**config.mk**
```make
export PLATFORM = sky130hd
export DESIGN_NAME = tas_thermal_alarm
export DESIGN_NICKNAME = d
export VERILOG_FILES = /design/src/hw/tas_sync3.v /design/src/hw/tas_thermal_alarm.v
export VERILOG_INCLUDE_DIRS = /design/src /design/src/hw
export SDC_FILE = /design/constraint.sdc
export NUM_CORES = 1
export LEC_CHECK = 0
export BUFFER_PORTS_ARGS = -buffer_cell sky130_fd_sc_hd__buf_2
export CORE_UTILIZATION = 40
export CTS_CLUSTER_SIZE = 8
export DETAILED_ROUTE_END_ITERATION = 16
export HOLD_SLACK_MARGIN = 0.03
export PLACE_DENSITY_LB_ADDON = 0.2
export SYNTH_ARGS = -nofsm -noshare
export SYNTH_HDL_FRONTEND = slang
export SYNTH_HIERARCHICAL = 1
export SYNTH_SLANG_ARGS = --single-unit
```
**constraint.sdc**
```tcl
create_clock -name core_clk_i -period 3.7 [get_ports core_clk_i]
set_clock_uncertainty 0.2 [all_clocks]
set_input_delay 0.37 -clock core_clk_i [delete_from_list [all_inputs] [get_ports core_clk_i]]
set_output_delay 0.37 -clock core_clk_i [all_outputs]
set_load 0.01 [all_outputs]
```
**src/hw/tas_defs.vh**
```
// constants for the thermal alarm signalling block
`ifndef TAS_DEFS_VH
`define TAS_DEFS_VH
`define TAS_NUM_CORES   2
`define TAS_ACT_W       6
`define TAS_ACT_SYSTEM_CONTROL_INTERRUPT    0
`define TAS_ACT_SYSTEM_MANAGEMENT_INTERRUPT 1
`define TAS_ACT_MSI     2
`define TAS_ACT_SREF2X  3
`define TAS_ACT_MEMTHR  4
`define TAS_ACT_PERFTHR 5
`define TAS_EDGE_ASSERT 1'b0
`define TAS_EDGE_DEASSERT 1'b1
`define TAS_ALARM_N_RST   1'b1
`define TAS_TRIP_N_RST    1'b1
`endif

```
**src/hw/tas_sync3.v**
```verilog
// three-stage synchroniser; change accepted when stages two and three agree
`timescale 1ns/10ps
module tas_sync3 #(
  parameter RST_VAL = 1'b1
) (
  input  wire core_clk_i,
  input  wire arst_n_i,
  input  wire d_i,
  output reg  q_o
);
  reg s1;
  reg s2;
  reg s3;
  always @(posedge core_clk_i or negedge arst_n_i) begin
    if (!arst_n_i) begin
      s1  <= RST_VAL;
      s2  <= RST_VAL;
      s3  <= RST_VAL;
      q_o <= RST_VAL;
    end else begin
      s1 <= d_i;
      s2 <= s1;
      s3 <= s2;
      if (s2 == s3)
        q_o <= s3;
    end
  end
endmodule

```
**src/hw/tas_thermal_alarm.v**
```verilog
// thermal alarm aggregation, per-sensor action launch and catastrophic trip
`timescale 1ns/10ps
`include "tas_defs.vh"
module tas_thermal_alarm #(
  parameter NC = `TAS_NUM_CORES,
  parameter NS = `TAS_NUM_CORES + 1,
  parameter AW = `TAS_ACT_W
) (
  input  wire             core_clk_i,
  input  wire             arst_n_i,
  input  wire [NC-1:0]    core_hot_i,
  input  wire             hub_hot_i,
  input  wire [NC-1:0]    core_deep_idle_i,
  input  wire             hot_alarm_n_i,
  output reg              hot_alarm_n_o,
  output reg              hot_alarm_n_oe_o,
  input  wire [NS-1:0]    act_edge_i,
  input  wire [NS*AW-1:0] act_en_i,
  output reg  [NS*AW-1:0] act_start_o,
  output reg  [NS-1:0]    sensor_alarm_o,
  input  wire             catastrophic_hot_i,
  output reg              catastrophic_trip_n_o,
  output reg              catastrophic_trip_n_oe_o,
  output reg              exec_halt_o
);
  // trip tracker states
  localparam TRIP_IDLE    = 1'b0;
  localparam TRIP_LATCHED = 1'b1;

  // common alarm view states
  localparam VIEW_CLEAR   = 1'b0;
  localparam VIEW_ACTIVE  = 1'b1;

  wire          pin_low_n;
  wire          pin_low;
  wire          cat_hot;
  wire [NC-1:0] core_contrib;
  wire          any_internal;
  wire          alarm_req;
  wire          alarm_rise;
  wire          alarm_fall;
  wire [NS-1:0] launch;
  reg           alarm_seen;
  reg           next_alarm_seen;
  reg           alarm_prev;
  reg           trip_state;
  reg           next_trip_state;
  integer       k;

  // a core counts only while awake
  function core_masked;
    input hot;
    input deep_idle;
    begin
      core_masked = hot & ~deep_idle;
    end
  endfunction

  // pick the alarm edge that starts a sensor's actions
  function edge_hit;
    input edge_sel;
    input rise;
    input fall;
    begin
      if (edge_sel == `TAS_EDGE_ASSERT)
        edge_hit = rise;
      else
        edge_hit = fall;
    end
  endfunction

  // pin idles high through its pull-up
  tas_sync3 #(
    .RST_VAL (`TAS_ALARM_N_RST)
  ) u_pin_sync (
    .core_clk_i (core_clk_i),
    .arst_n_i   (arst_n_i),
    .d_i        (hot_alarm_n_i),
    .q_o        (pin_low_n)
  );

  assign pin_low = ~pin_low_n;

  tas_sync3 #(
    .RST_VAL (1'b0)
  ) u_cat_sync (
    .core_clk_i (core_clk_i),
    .arst_n_i   (arst_n_i),
    .d_i        (catastrophic_hot_i),
    .q_o        (cat_hot)
  );

  genvar gc;
  genvar gs;

  generate
    for (gc = 0; gc < NC; gc = gc + 1) begin : g_core
      assign core_contrib[gc] = core_masked(core_hot_i[gc],
                                            core_deep_idle_i[gc]);
    end
  endgenerate

  assign any_internal = (|core_contrib) | hub_hot_i;

  always @(posedge core_clk_i or negedge arst_n_i) begin
    if (!arst_n_i) begin
      hot_alarm_n_o    <= `TAS_ALARM_N_RST;
      hot_alarm_n_oe_o <= 1'b0;
    end else begin
      hot_alarm_n_o    <= 1'b0;
      hot_alarm_n_oe_o <= any_internal;
    end
  end

  // own trip or outside pull
  // the pin also carries our own drive, so the view clears only once
  // the released pin has come back through the synchroniser
  assign alarm_req = any_internal | pin_low;

  always @* begin
    next_alarm_seen = alarm_seen;
    case (alarm_seen)
      VIEW_CLEAR: begin
        if (alarm_req)
          next_alarm_seen = VIEW_ACTIVE;
      end
      VIEW_ACTIVE: begin
        if (!alarm_req)
          next_alarm_seen = VIEW_CLEAR;
      end
      default: begin
        next_alarm_seen = VIEW_CLEAR;
      end
    endcase
  end

  always @(posedge core_clk_i or negedge arst_n_i) begin
    if (!arst_n_i) begin
      alarm_seen <= VIEW_CLEAR;
      alarm_prev <= VIEW_CLEAR;
    end else begin
      alarm_seen <= next_alarm_seen;
      alarm_prev <= alarm_seen;
    end
  end

  // view starts clear, matching the idle pin, so reset gives no edge
  assign alarm_rise = alarm_seen & ~alarm_prev;
  assign alarm_fall = ~alarm_seen & alarm_prev;

  generate
    for (gs = 0; gs < NS; gs = gs + 1) begin : g_launch
      assign launch[gs] = edge_hit(act_edge_i[gs], alarm_rise, alarm_fall);
    end
  endgenerate

  always @(posedge core_clk_i or negedge arst_n_i) begin
    if (!arst_n_i) begin
      sensor_alarm_o <= {NS{1'b0}};
    end else begin
      sensor_alarm_o <= {NS{alarm_seen}};
    end
  end

  always @(posedge core_clk_i or negedge arst_n_i) begin
    if (!arst_n_i) begin
      act_start_o <= {NS*AW{1'b0}};
    end else begin
      for (k = 0; k < NS; k = k + 1) begin
        act_start_o[k*AW +: AW] <= act_en_i[k*AW +: AW] & {AW{launch[k]}};
      end
    end
  end

  always @* begin
    next_trip_state = trip_state;
    case (trip_state)
      TRIP_IDLE: begin
        if (cat_hot)
          next_trip_state = TRIP_LATCHED;
      end
      TRIP_LATCHED: begin
        next_trip_state = TRIP_LATCHED;
      end
      default: begin
        next_trip_state = TRIP_IDLE;
      end
    endcase
  end

  always @(posedge core_clk_i or negedge arst_n_i) begin
    if (!arst_n_i) begin
      trip_state <= TRIP_IDLE;
    end else begin
      trip_state <= next_trip_state;
    end
  end

  // halt and drive trip
  // outputs follow the next state so the halt lands with the latch
  always @(posedge core_clk_i or negedge arst_n_i) begin
    if (!arst_n_i) begin
      catastrophic_trip_n_o    <= `TAS_TRIP_N_RST;
      catastrophic_trip_n_oe_o <= 1'b0;
      exec_halt_o              <= 1'b0;
    end else begin
      catastrophic_trip_n_o    <= 1'b0;
      catastrophic_trip_n_oe_o <= (next_trip_state == TRIP_LATCHED);
      exec_halt_o              <= (next_trip_state == TRIP_LATCHED);
    end
  end
endmodule

```
-- Yosys cells after proc, flatten, opt, wreduce, memory -nomap -nowiden
Index checks and enable logic that the tools add are counted.
- flip-flop bits (word level): 32
- logic and storage cells: 39
- output and inout bits: 26
- bits of input ports: 30
- bitwise gates (word level): 15
- reduce and logical (&&, ||, !) cells: 1
- multiplexer cells: 6
- eq/ne operators: 2
- operator list (operator ; count):
    6-bit bitwise AND ; 3
    1-bit NOT ; 6
    1-bit 2-to-1 mux ; 5
    1-bit bitwise AND ; 4
    1-bit equality test ; 2
    1-bit OR ; 2
    1-bit case mux with 2 select lines ; 1
    2-bit OR reduction ; 1

-- Logic depth before layout (Yosys ltp)
Gate-level depths: netlist of run 1.
- depth after elaboration: 6
- mapped depth: 4
- mapped depth without buffers: 2

-- Cells and area by module
The synthesis of run 1 kept the hierarchy.
- by module, submodules not included (module ; area each (µm²) ; cells each ; times used ; sequential area each (µm²)):
    tas_thermal_alarm ; 1153.6 ; 98 ; 1 ; 576.8
    tas_sync3 at u_pin_sync ; 116.4 ; 5 ; 1 ; 105.1
    tas_sync3 at u_cat_sync ; 111.4 ; 5 ; 1 ; 100.1

-- Least setup slack after synthesis of run 1
No wires, ideal clock.
- path type: register -> output
- from: register catastrophic_trip_n_o (netlist name)
- to: output hot_alarm_n_o
- cell stages (with the launch flop): 2
- path slack: 2481 ps
- arrival time: 649 ps
- path buffers: 1
- required time: 3130 ps
- cell sequence: dfstp_2 buf_4
- RTL lines (what ; RTL line ; RTL):
    end, declared ; tas_thermal_alarm.v:15 ; output reg hot_alarm_n_o,

-- Final worst setup path of run 1
- from: register sensor_alarm_o[0] (netlist name)
- to: output sensor_alarm_o[0]
- RTL lines (what ; RTL line ; RTL):
    end, declared ; tas_thermal_alarm.v:20 ; output reg [NS-1:0] sensor_alarm_o,
No word-level cell between the ends.

==> results of run 1 <==
routing by layer:
layer	global-route usage	part of all wire
met5	0	0
met4	0.0584	0.013
met2	0.270	0.50
met1	0.174	0.42
met3	0.0618	0.063
Yosys cell counts:
library cell / count
dfstp_2: 5
conb_1: 1
clkbuf_1: 1
buf_4: 6
nand4b_1: 18
nand2_1: 18
or2_2: 1
maj3_2: 2
buf_2: 4
nand4bb_1: 18
nand2b_1: 1
clkbuf_2: 1
buf_12: 1
inv_1: 2
dfrtp_1: 26
buf_6: 1
a221o_1: 2
cell type report:
type	instances	area share
repair buffers	58	0.177
inverters	2	0.00436
flip-flops and latches	31	0.454
clock buffers	6	0.0298
clock inverters	2	0.0203
well taps	44	0.0320
multi-input cells	61	0.282
power by group:
part / switching, uW / total, uW / internal [uW]
Clock: 112 / 272 / 160
Combinational: 34.2 / 73.4 / 39.2
Sequential: 16.0 / 373 / 357
stage by stage:
stage	utilization	power [uW]	worst slack [ps]	area (sq um)	std cells
after floorplan	-	419	2480	1380	108
after global placement	0.510	448	1990	1610	193
after detailed placement	0.510	452	1930	1610	193
after CTS	0.546	732	1550	1720	204
after global routing	0.546	757	1400	1720	204
final	0.546	718	1560	1720	204
worst paths after layout:
check	from	endpoint	slack (ps)	cells after the start
setup / recovery	sensor_alarm_o[0]	sensor_alarm_o[0]	1560	1
hold / removal	hub_hot_i	hot_alarm_n_oe_o	70	2
setup reg to reg	sensor_alarm_o[0]	act_start_o[6]	2090	2
hold reg to reg	u_pin_sync/s1	u_pin_sync/s2	150	0
max in group asynchronous	arst_n_i	act_start_o[17]	2470	2
min in group asynchronous	arst_n_i	act_start_o[0]	400	2
kinds of logic after synthesis:
logic type / Yosys count / share of synthesized area
flip-flops: 31 / 0.566
other: 1 / 0.00271
buffers and inverters: 16 / 0.0815
adder cells (fa/ha/maj): 2 / 0.0163
AO/OA/AOI/OAI: 2 / 0.0145
AND/OR/NAND/NOR: 56 / 0.319
what timing repair did:
action / 4_1_cts / 5_1_grt
hold buffers: 3 / 0
endpoints found under the hold margin: 28 / 0
setup endpoints to repair: 0 / 0
==> impl_results.md, run 1 <==
- HP Class: input pin to register
- Detailed placement HPWL: 1.77 mm
- Via count of the first global-routing pass: 917
- Pin count of the biggest net entering global routing: 40
- Sequential element share of the synthesized area: 0.566
- Path type of the worst setup path: register to primary output
- Worst vdd ir: 159 uV
- Biggest register: act_start_o
- Slew Viols, Final: 0
- Syn-to-layout area delta: 24.7%
- Core ar.: 0.00315 sq mm
- DRT Pass-1 Iters: 4
- Mapped Area: 0.00138 sq mm
- Worst Tran Pin Value: 934 ps
- # setup viols final: 0
- Clock Path Buffers: 2
- Seq cells post-synth: 31
- CP delay by family, top: flip-flops
- Worst-Skew Late Latency: 320 ps
- Avg Cell Area, Syn: 12.8 sq um
- Initial antenna violation count: 0
- Die Wd: 60.8 um
- Final-report hold violation count: 0
- GRT overflow: 0
- CTS clk-pin slew, worst paths: 100 ps
- Yosys warning count: 6
- Worst-path fanout max: 39
- Htree depth: 2
- Final worst path period share: 0.577
- Fill count: 286
- RSZ-0062 raised after global routing: no
- # IOs: 56
- Highest-delay cell along the critical path: dfrtp_1
- Crit path largest cell delay: 970 ps
- Max-slew headroom: 0.377
- Number of vias per cell: 5.00
- Routed WL: 2.54 mm
- TritonCTS buffer count: 5
- Max-cap violations: 0
- Area of the multi-input gates: 487 sq um
- Area leader, netlist: dfrtp_1
- Static leakage: slightly below 0.0009 uW
- Synth top area cells: dfrtp_1 47%, nand4bb_1 15%, nand4b_1 11%
- Fmax: 0.468 GHz
- Setup bufs post-CTS: 0
- Worst setup EP type: primary output
- Worst-path cell chain: buf_2
- WHS: roughly 72 ps
- Overall die area: 0.00369 sq mm
- Total power per unit cell area: 417 mW/mm^2
- Run status: finished, final reports clean
- Cell row count: 20
- Most common cell after layout, fill and taps aside: buf_2
- CTS tree: yes
- Cts repair resizes: 0
- Distinct cells, synth: 17
- Routability cong.: 0.705
- Share of cells above drive strength 1: 0.444
- Starting DRC count in detailed routing: 17
- CP required: 3130 ps
- Syn Nets: 138
- Final net count: 189
- IO Port Bufs: 55
- Max reg flops: 18
- First-pass GRT wire length: 4.03 mm
- CP bufs+invs: 1
- Antenna Diode Count: 0
- Gr usage total: 0.156
- Min cycle time layout: 2140 ps
- DRT antenna net count: 0
- TritonCTS Sinks: 31
- Drt wl/cell: 12.5 um
- Most frequent cells in the layout: 55 x buf_2, 26 x dfrtp_1, 18 x nand4b_1, 18 x nand4bb_1, 18 x nand2_1
- Post-Synthesis Cells: between 100 and 150
- Setup_tns: 0 ps
- Die H: just over 60 um
- Initial core utilization: 0.438
- Critical path arrival: between 1500 and 2000 ps
- Drc violations: 0
- Register area: 782 sq um
- Kind of start point of the critical path: register
- Vias: 1,021
- Clock Tree Root: clkbuf_4
- Share of the synthesized area in the top cell type: 0.471
(Power assumes the default switching activity.)
==> run 2: changes to the inputs <==
ABC_AREA = 1   (was default)
CORE_UTILIZATION = 39   (was 40)
clock period = 1.9 ns   (was 3.7 ns; I/O delays follow)
==> run 2 against run 1 <==
  * Non-clock buffer count rose by 24
  * Setup slack got worse by 1200 ps
  * Critical path depth rose by 4
  * Global-route usage rose by 2.7 points
  * First-iteration DRC count fell by 71%
  * Worst hold slack got worse by 5.3 ps
  * Register-to-register slack got worse by 1500 ps
  * Clock power rose by 57%
  * Die area fell by 18%
  * Design area fell by 0.58%
  * Sequential share of layout area rose by 0.27 points
  * Flip-flop and latch count did not move
==> impl_results.md, run 2 <==
- Run status: finished, final reports clean
- Starting DRC count in detailed routing: 5 (-12)
- IO Port Bufs: 55 (unchanged)
- CP required: 1920 ps (-1210 ps)
- Wire length on met2: 1.33 mm (+4.2%)
- Area of the multi-input gates: 174 sq um (-64%)
- Static leakage: 0.000978 uW (+9.2%)
- Register area: 782 sq um (unchanged)
- Core ar.: 0.00257 sq mm (-19%)
- Path type of the worst setup path: input pin to register
- Worst Tran Pin Value: 660 ps (-274 ps)
- Vias: 950 (-7.0%)
- Max Used Layer: met4
- Routed WL: 2.41 mm (-5.0%)
- Post-Synth XOR/XNOR Area: 0 (unchanged)
- Critical path arrival: 1550 ps (-20 ps)
- # setup viols final: 0 (unchanged)
- RSZ-0062 raised after global routing: no
- Final worst path period share: 0.806
- Adder-cell share of the synthesized area: 0 (-0.0163)
- Simple-gate share of the synthesized area: 0.0638 (-0.255)
- Syn Nets: 130 (-5.8%)
- CTS tree: yes
- HP Class: input pin to register
- Top_reg_cell synth: dfrtp_1
- Worst setup EP type: register
- Clock Tree Root: clkbuf_4
- Initial antenna violation count: 0 (unchanged)
- DRT Pass-1 Iters: 4 (unchanged)
- CTS clk-pin slew, worst paths: 90 ps (about the same)
- Max reg flops: 18 (unchanged)
- Worst-path cell chain: dlygate4sd3_1 -> buf_2 -> inv_1 -> nand3_1 -> dlygate4sd3_1
- Cts repair resizes: 0 (unchanged)
- Fmax: 0.653 GHz
- Detailed placement HPWL: 1.57 mm (-11%)
- Share of the synthesized area in the top cell type: 0.592 (+0.121)
- Post-synth ARST share: 1.00 (unchanged)
- GRT overflow: 0 (unchanged)
- Synth Area in Compound Gates: 0.0911 (+0.0766)
- Crit-path most repeated cell: dlygate4sd3_1
- Synth top area cells: dfrtp_1 59%, dfstp_2 12%, inv_1 9.6%
- Area leader, netlist: dfrtp_1
- Clock Path Buffers: 2 (unchanged)
- Fill count: 219 (-23%)
- Overall die area: 0.00303 sq mm (-18%)
- Yosys warning count: 6 (unchanged)
- Htree depth: 2 (unchanged)
- Die H: 55.1 um (-9.4%)
- Final-report hold violation count: 0 (unchanged)
- Seq cells post-synth: 31 (unchanged)
- Worst vdd ir: 536 uV (+240%)
- Post-Synthesis Cells: 100 (-7.4%)
- Worst-path fanout max: 2 (-95%)
- Antenna Diode Count: 0 (unchanged)
- Min cycle time layout: 1530 ps
- Post-synth EDFFs: 0 (unchanged)
- Metal-1 WL: 837 um (-22%)
- Largest family of logic cells by synthesized area: buffers and inverters
- Crit path largest cell delay: 560 ps (-410 ps)
- Initial core utilization: 0.428 (-0.0102)
- Worst-Skew Late Latency: 330 ps (about the same)
- Sequential element share of the synthesized area: 0.712 (+0.146)
- Avg Cell Area, Syn: 11.0 sq um (-14%)
- Highest-delay cell along the critical path: dlygate4sd3_1
- Setup_tns: 0 ps (unchanged)
- Die Wd: 55.1 um (-9.4%)
- Biggest register: act_start_o
- Drc violations: 0 (unchanged)
- Routability cong.: 0.660 (-6.3%)
- Share of cells above drive strength 1: 0.368 (-0.0762)
- Most frequent cells in the layout: 55 x buf_2, 28 x inv_1, 27 x dlygate4sd3_1
- Most common cell after layout, fill and taps aside: buf_2
- Distinct cells, synth: 11 (-6)
- Post-synth top cells: 28 x inv_1, 26 x dfrtp_1, 20 x a21oi_1
- Count leader, synth: inv_1
- Cell row count: 18 (-10%)
- Max-cap violations: 0 (unchanged)
- Gr usage total: 0.183 (+0.0271)
- Slew Viols, Final: 0 (unchanged)
- WL met3: 164 um (+1.9%)
- Final net count: 214 (+13%)
- # IOs: 56 (unchanged)
- TritonCTS buffer count: 5 (unchanged)
- Kind of start point of the critical path: input pin
- Total power per unit cell area: 756 mW/mm^2 (+81%)
- Mapped Area: 0.00110 sq mm (-20%)
- TritonCTS Sinks: 31 (unchanged)
- Pin count of the biggest net entering global routing: 32 (-20%)
- Via count of the first global-routing pass: 932 (+1.6%)
- Max-slew headroom: 0.560 (+0.183)
- Number of vias per cell: 4.42 (-12%)
- First-pass GRT wire length: 3.55 mm (-12%)
- Syn-to-layout area delta: 55.9%
- Drt wl/cell: 11.2 um (-9.9%)
- WHS: 66.9 ps (-5.31 ps)
- DRT antenna net count: 0 (unchanged)
- Post-synthesis mux area share: 0 (unchanged)
[run 2: cell count changes in the layout (fill, tap and decap cells not counted), sizes merged, moves of 14 or more]
cell / delta
a21oi: +20
nand4b: -18
nand2: -14
inv: +26
nand4bb: -18
dlygate4sd3: +24
[run 2: final cells by class]
| type | count | area share |
|---|---|---|
| Timing Repair Buffer | 82 | 0.318 |
| Clock buffer | 8 | 0.0402 |
| Sequential cell | 31 | 0.457 |
| Tap cell | 30 | 0.0219 |
| Inverter | 28 | 0.0614 |
| Multi-Input combinational cell | 36 | 0.102 |
[run 2: worst max-delay path, delay by kind of cell]
kind / cells / cell delay (ps)
and+or+nand+nor: 1 / 70
buffers and inverters: 4 / 1280
[run 2: layer usage]
metal  up-vias  GRT usage
li1        465          -
met1       437      0.157
met2        37      0.331
met3        11     0.0902
met4         0      0.117
met5         -          0
[run 2: logic make-up (layout without fill, tap and decap cells)]
kind of cell	after synthesis	after routing
buf+inv	33	118
flops	31	31
compound gates	20	20
simple gates	15	15
other cells	1	1
[run 2: what timing repair did]
| action | CTS | global route |
|---|---|---|
| hold endpoints to repair | 48 | 0 |
| hold buffers | 27 | 0 |
| buffers inserted | 0 | 0 |
[run 2: power breakdown]
| part | switching [uW] | leakage, uW | internal (uW) |
|---|---|---|---|
| Clock | 211 | 0.0000386 | 217 |
| Sequential | 14.0 | 0.000385 | 694 |
| Combinational | 72.2 | 0.000554 | 86.0 |
| Total | 297 | 0.000978 | 998 |
[run 2: final timing paths]
| check | startpoint | end | slack (ps) | cells past startpoint |
|---|---|---|---|---|
| max in group asynchronous | arst_n_i | act_start_o[13] | 850 | 2 |
| worst min register to register | u_pin_sync/s1 | u_pin_sync/s2 | 160 | 0 |
| worst min-delay path | act_edge_i[0] | act_start_o[0] | 70 | 4 |
| worst max register to register | sensor_alarm_o[0] | act_start_o[6] | 630 | 3 |
| min in group asynchronous | arst_n_i | act_start_o[5] | 220 | 2 |
| worst max-delay path | hub_hot_i | hot_alarm_n_oe_o | 370 | 5 |
[run 2: stage by stage]
step / std cells / worst slack [ps] / utilization / cell area, sq um / power (uW)
after detailed placement: 180 / 668 / 0.535 / 1370 / 837
after floorplan: 100 / 825 / - / 1100 / 771
after global placement: 180 / 720 / 0.535 / 1370 / 831
after CTS: 215 / 388 / 0.667 / 1710 / 1310
final: 215 / 369 / 0.667 / 1710 / 1290
after global routing: 215 / 332 / 0.667 / 1710 / 1360
